==> src/hw/lfs_params.svh <==
/*
 Register offsets, field positions, reset values and timing figures
 of the LED flash sequencer. Definitions only; included by lfs_pkg.sv.
*/
`ifndef LFS_PARAMS_SVH
`define LFS_PARAMS_SVH
`define LFS_CLK_PS 4000
`define LFS_STEP_MS 8
`define LFS_SLOT_MS 64
`define LFS_STEP_CYC ((`LFS_STEP_MS * 1000000) / (`LFS_CLK_PS / 1000))
`define LFS_STEPS_PER_SLOT (`LFS_SLOT_MS / `LFS_STEP_MS)
`define LFS_PWM_DIV 250
`define LFS_PWM_FULL 5'h1F
`define LFS_CUR_MAX 4'h9
`define LFS_OFF_PIN_CFG 8'h00
`define LFS_OFF_LED_EN 8'h01
`define LFS_OFF_RAMP_UP 8'h02
`define LFS_OFF_RAMP_DN 8'h03
`define LFS_OFF_STATUS 8'h04
`define LFS_OFF_CH_BASE 8'h20
`define LFS_CH_STRIDE 8
`define LFS_F_CUR 0
`define LFS_F_ON 1
`define LFS_F_T1 2
`define LFS_F_TP 6
`define LFS_F_PWM 7
`define LFS_B_RAMP_EN 4
`define LFS_B_SEQ_EN 3
`define LFS_RESET_VAL 8'h00
`define LFS_UNMAPPED 8'hFF
`endif

==> src/hw/lfs_pkg.sv <==
/*
 Types of the LED flash sequencer. Assumes lfs_params.svh is on the
 include path.
*/
`include "lfs_params.svh"
package lfs_pkg;
	typedef enum logic [1:0] {
		LFS_PH_UP = 2'b00,
		LFS_PH_ON = 2'b01,
		LFS_PH_DOWN = 2'b10,
		LFS_PH_OFF = 2'b11
	} lfs_phase_t;
	typedef logic [2:0] lfs_slot_t;
endpackage

==> src/hw/lfs_top.sv <==
/*
 Three-channel LED current-sink controller with flash sequencer,
 PWM dimming and a plain register port.
 Assumes one 250 MHz clock, pins resolved by the surrounding pad ring,
 and a register master that never issues read and write together.
*/
`timescale 1ns/1ns
`include "lfs_params.svh"
//Behaviour
// - a pin whose config bit is 1 becomes an LED current sink
// - enabled sink current is PWM'd by a 5-bit duty field over sequencing
// - duty code all ones gives continuous conduction
// - 4-bit current code per channel; code 0100 means 10 mA
// - dc current per channel spans 2 mA to 20 mA
// - a channel sinks only when its enable bit is 1
// - a per-channel sequencer enable runs a flash sequence instead of steady on
// - four slot durations per channel, 0 to 127 units of 64 ms
// - per-channel period slot, 0 to 127 units of 64 ms, own register
// - ramp up and down step times 0 to 31 units of 8 ms, separate registers
// - each slot: ramp up, on-time, ramp down
// - ramp step times shared, all else per channel
// - ramp disabled: current jumps straight to the level
// - ramp enabled: in sequencer mode current steps up and down by the shared slopes
module lfs_top import lfs_pkg::*; #(
	parameter int STEP_CYC = `LFS_STEP_CYC, // cycles per 8 ms step
	parameter int PWM_DIV = `LFS_PWM_DIV, // cycles per pwm count
	parameter int NCH = 3 // channels
) (
	input wire logic mclk_i, // 250 MHz clock
	input wire logic rst_i, // async reset, active high
	input wire logic [7:0] addr_i, // register address
	input wire logic [7:0] wdata_i, // write data
	input wire logic wr_i, // write strobe
	input wire logic rd_i, // read strobe
	output logic [7:0] rdata_o, // read data, cycle after rd_i
	input wire logic [NCH-1:0] gp_out_i, // general-purpose output value
	input wire logic [NCH-1:0] gp_oe_i, // general-purpose output enable
	output logic [NCH-1:0] gp_in_o, // synchronised pin level
	input wire logic [NCH-1:0] pin_i, // pad input
	output logic [NCH-1:0] pin_o, // pad output value
	output logic [NCH-1:0] pin_oe_o, // pad output enable
	output logic [NCH*4-1:0] cur_code_o // sink current code per channel
);
	// software-visible settings
	logic [NCH-1:0] pin_led_sel; // 1 = pin is an LED sink
	logic [NCH-1:0] ch_en;
	logic [NCH-1:0] seq_en;
	logic [4:0] ramp_up;
	logic [4:0] ramp_dn;
	logic [7:0] ch_reg [NCH][8];

	// per-channel outputs kept for the status register
	logic [NCH-1:0] sink_on;
	logic [NCH-1:0] in_on_phase;

	// pad synchroniser and shared time bases
	logic [NCH-1:0] pin_s1;
	logic [NCH-1:0] pin_s2;
	logic [31:0] step_cnt;
	logic step_tick;
	logic [15:0] pwm_div_cnt;
	logic [4:0] pwm_cnt;

	// register port decode
	logic ch_hit;
	logic [1:0] ch_idx;
	logic [2:0] ch_fld;

	// channel window: 0x20 + 8*ch + field
	assign ch_idx = addr_i[4:3];
	assign ch_fld = addr_i[2:0];
	assign ch_hit = (addr_i[7:5] == `LFS_OFF_CH_BASE >> 5) && (ch_idx < NCH[1:0]);

	// global control registers
	always_ff @(posedge mclk_i or posedge rst_i) begin
		if (rst_i) begin
			pin_led_sel <= '0;
			ch_en <= '0;
			seq_en <= '0;
			ramp_up <= 5'h00;
			ramp_dn <= 5'h00;
		end else if (wr_i) begin
			case (addr_i)
				`LFS_OFF_PIN_CFG: pin_led_sel <= wdata_i[NCH-1:0];
				`LFS_OFF_LED_EN: begin
					ch_en <= wdata_i[NCH-1:0];
					seq_en <= wdata_i[`LFS_B_SEQ_EN +: NCH];
				end
				`LFS_OFF_RAMP_UP: ramp_up <= wdata_i[4:0];
				`LFS_OFF_RAMP_DN: ramp_dn <= wdata_i[4:0];
				default: ;
			endcase
		end
	end

	// per-channel settings: current, on-time, four slots, period, duty
	always_ff @(posedge mclk_i or posedge rst_i) begin
		if (rst_i) begin
			for (int c = 0; c < NCH; c++) begin
				for (int f = 0; f < 8; f++) begin
					ch_reg[c][f] <= `LFS_RESET_VAL;
				end
			end
		end else if (wr_i && ch_hit) begin
			ch_reg[ch_idx][ch_fld] <= wdata_i;
		end
	end

	// read port; unmapped addresses read all ones
	always_ff @(posedge mclk_i or posedge rst_i) begin
		if (rst_i) begin
			rdata_o <= 8'h00;
		end else if (rd_i) begin
			if (ch_hit) begin
				rdata_o <= ch_reg[ch_idx][ch_fld];
			end else begin
				case (addr_i)
					`LFS_OFF_PIN_CFG: rdata_o <= {5'h00, pin_led_sel};
					`LFS_OFF_LED_EN: rdata_o <= {2'h0, seq_en, ch_en};
					`LFS_OFF_RAMP_UP: rdata_o <= {3'h0, ramp_up};
					`LFS_OFF_RAMP_DN: rdata_o <= {3'h0, ramp_dn};
					`LFS_OFF_STATUS: rdata_o <= {2'h0, in_on_phase, sink_on};
					default: rdata_o <= `LFS_UNMAPPED;
				endcase
			end
		end
	end

	// 8 ms step divider; everything in the sequencer counts these steps
	// a wide counter keeps the step exact at the full clock rate, no prescaler drift
	always_ff @(posedge mclk_i or posedge rst_i) begin
		if (rst_i) begin
			step_cnt <= 32'h0000_0000;
			step_tick <= 1'b0;
		end else if (step_cnt >= 32'(STEP_CYC - 1)) begin
			step_cnt <= 32'h0000_0000;
			step_tick <= 1'b1;
		end else begin
			step_cnt <= step_cnt + 32'h0000_0001;
			step_tick <= 1'b0;
		end
	end

	// pwm time base: 31 counts per period, shared by all channels
	always_ff @(posedge mclk_i or posedge rst_i) begin
		if (rst_i) begin
			pwm_div_cnt <= 16'h0000;
			pwm_cnt <= 5'h00;
		end else if (pwm_div_cnt >= 16'(PWM_DIV - 1)) begin
			pwm_div_cnt <= 16'h0000;
			pwm_cnt <= (pwm_cnt >= `LFS_PWM_FULL - 5'h01) ? 5'h00 : pwm_cnt + 5'h01;
		end else begin
			pwm_div_cnt <= pwm_div_cnt + 16'h0001;
		end
	end

	// pad input synchroniser for the general-purpose path
	always_ff @(posedge mclk_i or posedge rst_i) begin
		if (rst_i) begin
			pin_s1 <= '0;
			pin_s2 <= '0;
		end else begin
			pin_s1 <= pin_i;
			pin_s2 <= pin_s1;
		end
	end
	assign gp_in_o = pin_s2;

	for (genvar c = 0; c < NCH; c++) begin : g_ch
		// sequencer state
		lfs_phase_t phase;
		lfs_slot_t slot;
		logic [9:0] slot_cnt;
		logic [9:0] ph_cnt;
		logic [3:0] lvl;

		// settings decoded from this channel's registers
		logic [3:0] target;
		logic ramp_en;
		logic [9:0] slot_len;
		logic [9:0] on_len;
		logic slot_end;

		// output shaping
		logic [3:0] drive;
		logic pwm_pass;
		logic [4:0] duty;

		// codes above 9 would exceed 20 mA, so they are clamped
		assign target = (ch_reg[c][`LFS_F_CUR][3:0] > `LFS_CUR_MAX) ?
			`LFS_CUR_MAX : ch_reg[c][`LFS_F_CUR][3:0];
		assign ramp_en = ch_reg[c][`LFS_F_CUR][`LFS_B_RAMP_EN];
		assign duty = ch_reg[c][`LFS_F_PWM][4:0];
		// slots 0..3 are T1..T4, slot 4 is the period slot, in 8 ms steps
		assign slot_len = (slot == 3'd4) ?
			{ch_reg[c][`LFS_F_TP][6:0], 3'b000} :
			{ch_reg[c][`LFS_F_T1 + 32'(slot)][6:0], 3'b000};
		assign on_len = {ch_reg[c][`LFS_F_ON][6:0], 3'b000};
		assign slot_end = (slot_cnt + 10'h001 >= slot_len);

		// sequencer: slot walk plus ramp/on/ramp shape within each slot
		always_ff @(posedge mclk_i or posedge rst_i) begin
			if (rst_i) begin
				phase <= LFS_PH_UP;
				slot <= 3'd0;
				slot_cnt <= 10'h000;
				ph_cnt <= 10'h000;
				lvl <= 4'h0;
			end else if (!ch_en[c] || !seq_en[c]) begin
				// idle or steady mode restarts at the first slot
				// without a ramp the slot opens in the on phase, so lit time is the on-time
				phase <= ramp_en ? LFS_PH_UP : LFS_PH_ON;
				slot <= 3'd0;
				slot_cnt <= 10'h000;
				ph_cnt <= 10'h000;
				lvl <= ramp_en ? 4'h0 : target;
			end else if (step_tick) begin
				if (slot_end) begin
					// an overrun of the slot cuts the shape short
					slot <= (slot == 3'd4) ? 3'd0 : slot + 3'd1;
					slot_cnt <= 10'h000;
					ph_cnt <= 10'h000;
					// a jump to the level skips the ramp phase entirely
					phase <= ramp_en ? LFS_PH_UP : LFS_PH_ON;
					lvl <= ramp_en ? 4'h0 : target;
				end else begin
					slot_cnt <= slot_cnt + 10'h001;
					case (phase)
						LFS_PH_UP: begin
							if (lvl >= target) begin
								phase <= LFS_PH_ON;
								ph_cnt <= 10'h000;
								lvl <= target;
							end else if (ph_cnt >= {5'h00, ramp_up}) begin
								lvl <= lvl + 4'h1;
								// the on time starts as the level is reached, not a step later
								if (lvl + 4'h1 >= target) begin
									phase <= LFS_PH_ON;
								end
								ph_cnt <= 10'h000;
							end else begin
								ph_cnt <= ph_cnt + 10'h001;
							end
						end
						LFS_PH_ON: begin
							lvl <= target;
							if (ph_cnt + 10'h001 >= on_len) begin
								phase <= ramp_en ? LFS_PH_DOWN : LFS_PH_OFF;
								lvl <= ramp_en ? target : 4'h0;
								ph_cnt <= 10'h000;
							end else begin
								ph_cnt <= ph_cnt + 10'h001;
							end
						end
						LFS_PH_DOWN: begin
							if (lvl == 4'h0) begin
								phase <= LFS_PH_OFF;
							end else if (ph_cnt >= {5'h00, ramp_dn}) begin
								lvl <= lvl - 4'h1;
								ph_cnt <= 10'h000;
							end else begin
								ph_cnt <= ph_cnt + 10'h001;
							end
						end
						LFS_PH_OFF: lvl <= 4'h0;
						default: phase <= LFS_PH_OFF;
					endcase
				end
			end
		end

		// steady mode uses the level directly; disabled channel is dark
		assign drive = !ch_en[c] ? 4'h0 : (seq_en[c] ? lvl : target);
		// full duty bypasses the compare so the sink never blinks off
		assign pwm_pass = (duty == `LFS_PWM_FULL) || (pwm_cnt < duty);

		// sink and pad drivers are flopped so the pins never glitch
		always_ff @(posedge mclk_i or posedge rst_i) begin
			if (rst_i) begin
				sink_on[c] <= 1'b0;
				in_on_phase[c] <= 1'b0;
				cur_code_o[c*4 +: 4] <= 4'h0;
				pin_o[c] <= 1'b0;
				pin_oe_o[c] <= 1'b0;
			end else begin
				sink_on[c] <= pin_led_sel[c] && (drive != 4'h0) && pwm_pass;
				in_on_phase[c] <= ch_en[c] && seq_en[c] && (phase == LFS_PH_ON);
				cur_code_o[c*4 +: 4] <= pin_led_sel[c] ? drive : 4'h0;
				if (pin_led_sel[c]) begin
					// a sink only pulls low; it never drives the pin high
					pin_o[c] <= 1'b0;
					pin_oe_o[c] <= (drive != 4'h0) && pwm_pass;
				end else begin
					// plain io passes through one flop, the same delay as the sink path
					pin_o[c] <= gp_out_i[c];
					pin_oe_o[c] <= gp_oe_i[c];
				end
			end
		end
	end
endmodule

==> config.mk <==
export PLATFORM = sky130hd
export DESIGN_NAME = lfs_top
export DESIGN_NICKNAME = d
export VERILOG_FILES = /design/src/hw/lfs_pkg.sv /design/src/hw/lfs_top.sv
export VERILOG_INCLUDE_DIRS = /design/src /design/src/hw
export SDC_FILE = /design/constraint.sdc
export NUM_CORES = 1
export LEC_CHECK = 0
export BUFFER_PORTS_ARGS = -buffer_cell sky130_fd_sc_hd__buf_2
export CORE_ASPECT_RATIO = 0.8
export CORE_MARGIN = 3
export CORE_UTILIZATION = 55
export DETAILED_ROUTE_END_ITERATION = 7
export PLACE_DENSITY = 0.82
export SETUP_SLACK_MARGIN = 0.05
export SKIP_CTS_REPAIR_TIMING = 1
export SYNTH_ARGS = -nofsm -noshare
export SYNTH_HDL_FRONTEND = slang
export SYNTH_SLANG_ARGS = --single-unit
==> constraint.sdc <==
create_clock -name mclk_i -period 14.5 [get_ports mclk_i]
set_clock_uncertainty 0.05 [all_clocks]
set_input_delay 0.725 -clock mclk_i [delete_from_list [all_inputs] [get_ports mclk_i]]
set_output_delay 0.725 -clock mclk_i [all_outputs]
set_load 0.03 [all_outputs]
==> impl_metrics.toml <==
[layout]
layout-drive-gt1-share_pct = 17.4
final_nets = 2555
seqCellArea_um2 = 9760
finalNonFillerCells = 2963
area_growth_pct = 9.33
stdcell_area_um2 = 25800
multiInputGateArea_um2 = 13000
fillers = 3477
largest_reg_flops = 192
n_antenna_cell = 0

[flow_run]
cap_violations = 0

[place]
port_buffers = 57
gp_congestion = 0.982
dp_worst_setup_slack_ns = 9.65
hpwlAfterDp_um = 51600
placed_cells = 2889
dpl_cell_area_um2 = 24300

[min_path]
whs_path_depth = 1
hold_start = "pin_i[2]"
hp-class = "input pin to flip-flop"
hold_end = "pin_s1[2]$_DFF_PP0_"

[critical_path]
r2r_start = "g_ch[1].slot[1]$_DFFE_PP0P_"
criticalPathCategory = "flip-flop to flip-flop"
arrival_ns = 5.46
end_kind = "flip-flop"
worstPathMaxFanout = 13
regToRegSetupSlack_ns = 9.41
critical_path_required_ns = 14.88
reg2reg_depth = 15
r2r-end = "g_ch[1].phase[0]$_DFFE_PP0P_"
startpoint_type = "flip-flop"

[yosys]
synthFlopType = "dfrtp_1"
ys_ff_latch = 390
netlist_area_um2 = 23600
syn_avg_cell_area_um2 = 9.94
netlist-cell-type-count = 90
synth_enable_flop_cells = 0
synthCells = 2372
synth-seq-area-share_pct = 41.4
yosys_warnings = 0
synth-async-reset-ratio_pct = 100

[routing]
wl_per_cell_um = 24.0
final_antenna_net_count = 0
drt-total-wl_um = 71200
drt_pass1_iterations = 7
drt_iter0_markers = 1971
drc = 0
via_per_inst = 6.46
vias = 19100

[sta]
slew_violations = 0
finalHoldViolCount = 0
max-slew-margin-rel_pct = 21.6
rsz0062_at_grt = "no"
worst_pin_slew_ns = 1.17
setup_viol = 0
fin_crit_sh_pct = 35.1
worst_slack_ns = 9.41
min_period_ns = 5.09
fin_setup_tns_ns = 0
clock.fmax_ghz = 0.197

[global_route]
grt_pass1_wl_um = 110000
antenna_found_initial = 0
overflow = 0
track_usage_pct = 31.2
grt_max_degree = 125
grt_pass1_vias = 19000

[floorplan]
start_util_pct = 56.0
coreArea_um2 = 42100
io_pins = 58
die_area_um2 = 45400
rows = 67
fp.dieW_um = 237
die_y_um = 191

[pwr]
leakage_nw = 12.0
cellPowerDensity_nw_per_um2 = 102
ir_drop_mv = 0.0999

[status]
status = "finished clean"

[clock_tree]
clock-sinks = 390
path_clk_slew_ns = 0.06
cts_max_level = 2
cts_made_buffers = 42
clockBufferDepth = 3
clock_latency_ns = 0.57
cts_root_buf = "clkbuf_16"
cts_tree = "yes"
## worst max-delay path: stages, from the launching register on
cell	delay, ns
dfrtp_1	0.73
inv_1	0.36
ha_1	0.33
inv_1	0.26
o21ai_0	0.14
a22oi_1	0.21
o31ai_1	0.10
o21ai_0	0.15
ha_1	0.30
a211oi_1	0.21
nor2_1	0.08
or4_1	0.51
nor2_1	0.71
nor2_1	0.26
or3_1	0.42
o31a_1	0.12
## worst max path at each step
stage	endpoint	start	depth (start not counted)
2_1_floorplan	ch_en[0]$_DFFE_PP0P_	rst_i	1
3_3_place_gp	g_ch[1].phase[0]$_DFFE_PP0P_	g_ch[1].slot[1]$_DFFE_PP0P_	16
3_5_place_dp	g_ch[1].phase[0]$_DFFE_PP0P_	g_ch[1].slot[1]$_DFFE_PP0P_	15
4_1_cts	g_ch[1].phase[0]$_DFFE_PP0P_	g_ch[1].slot[1]$_DFFE_PP0P_	15
5_1_grt	g_ch[1].phase[0]$_DFFE_PP0P_	g_ch[1].slot[1]$_DFFE_PP0P_	16
6_report	g_ch[1].phase[0]$_DFFE_PP0P_	g_ch[1].slot[1]$_DFFE_PP0P_	15
## synth_stat cells (14+ instances only)
| library cell | n | area share [%] |
|---|---|---|
| o31ai_1 | 16 | 0.51 |
| mux2i_1 | 100 | 4.2 |
| o21ai_0 | 178 | 3.8 |
| and3_1 | 25 | 0.66 |
| nor2b_1 | 21 | 0.56 |
| a211oi_1 | 20 | 0.64 |
| dfrtp_1 | 390 | 41 |
| mux4_2 | 32 | 3.1 |
| nand3_1 | 59 | 1.3 |
| a21o_1 | 21 | 0.67 |
| or2_2 | 16 | 0.42 |
| nand4_1 | 15 | 0.40 |
| inv_1 | 103 | 1.6 |
| nor4_1 | 14 | 0.37 |
| nor2_1 | 180 | 2.9 |
| a31oi_1 | 20 | 0.53 |
| xor2_1 | 44 | 1.6 |
| buf_1 | 22 | 0.35 |
| clkbuf_1 | 88 | 1.4 |
| o221ai_1 | 15 | 0.56 |
| ha_1 | 145 | 7.7 |
| o22ai_1 | 27 | 0.72 |
| o211ai_1 | 23 | 0.73 |
| nor2_2 | 14 | 0.37 |
| nand2_1 | 238 | 3.8 |
| nand2b_1 | 39 | 1.0 |
| nor3_1 | 24 | 0.51 |
| xnor2_1 | 35 | 1.3 |
| a21oi_1 | 89 | 1.9 |
| mux2_2 | 187 | 8.9 |
## power by group
part / leakage, nW / internal [mW] / switching [mW]
combinational: 6.09 / 0.103 / 0.176
clock: 0.741 / 0.697 / 0.469
sequential: 5.12 / 1.13 / 0.0580
## metrics by stage
stage / power, mW / hold slack [ns] / util (%)
detailed placement: 1.48 / 0.286 / 57.7
floorplan: 1.38 / 0.281 / -
global placement: 1.46 / 0.282 / 57.7
global route: 2.72 / 0.182 / 61.2
finish: 2.63 / 0.209 / 61.2
CTS: 2.63 / 0.195 / 61.2
## cell families (layout without fill, tap and decap cells)
logic type	count (synthesis)	after routing	share of synthesized area, %
adder cells (fa/ha/maj)	146	146	7.74
flip-flops	390	390	41.4
XOR/XNOR	79	79	2.94
AND/OR/NAND/NOR	686	686	13.6
multiplexers	319	319	16.2
other	1	19	0.0159
AO/OA/AOI/OAI	519	519	14.2
buffers and inverters	232	253	3.85
## cells in the final DEF, fill, tap and decap left out, types with 59 or more instances in the layout
cell type and n:
inv_1 102, a21oi_1 89, nand3_1 59, nand2_1 238, nor2_1 180, dfrtp_1 390
ha_1 145, mux2_2 187, mux2i_1 100, o21ai_0 178
## metal layers
metal | vias to the layer above | share of wire (%) | GRT usage (%)
li1 | 8519 | - | -
met1 | 9537 | 44 | 44.5
met5 | - | 0 | 0
met4 | 0 | 3.7 | 10.7
met2 | 911 | 44 | 48.4
met3 | 169 | 8.4 | 5.68
## area by class of cell
cell class	count	share of cell area, %
clock buffers	56	4.68
clock inverters	18	1.17
inverters	104	1.54
multi-input cells	1768	50.4
flip-flops and latches	390	37.9
well taps	552	2.68
repair buffers	75	1.64
Power figures use the tool's default switching activity.
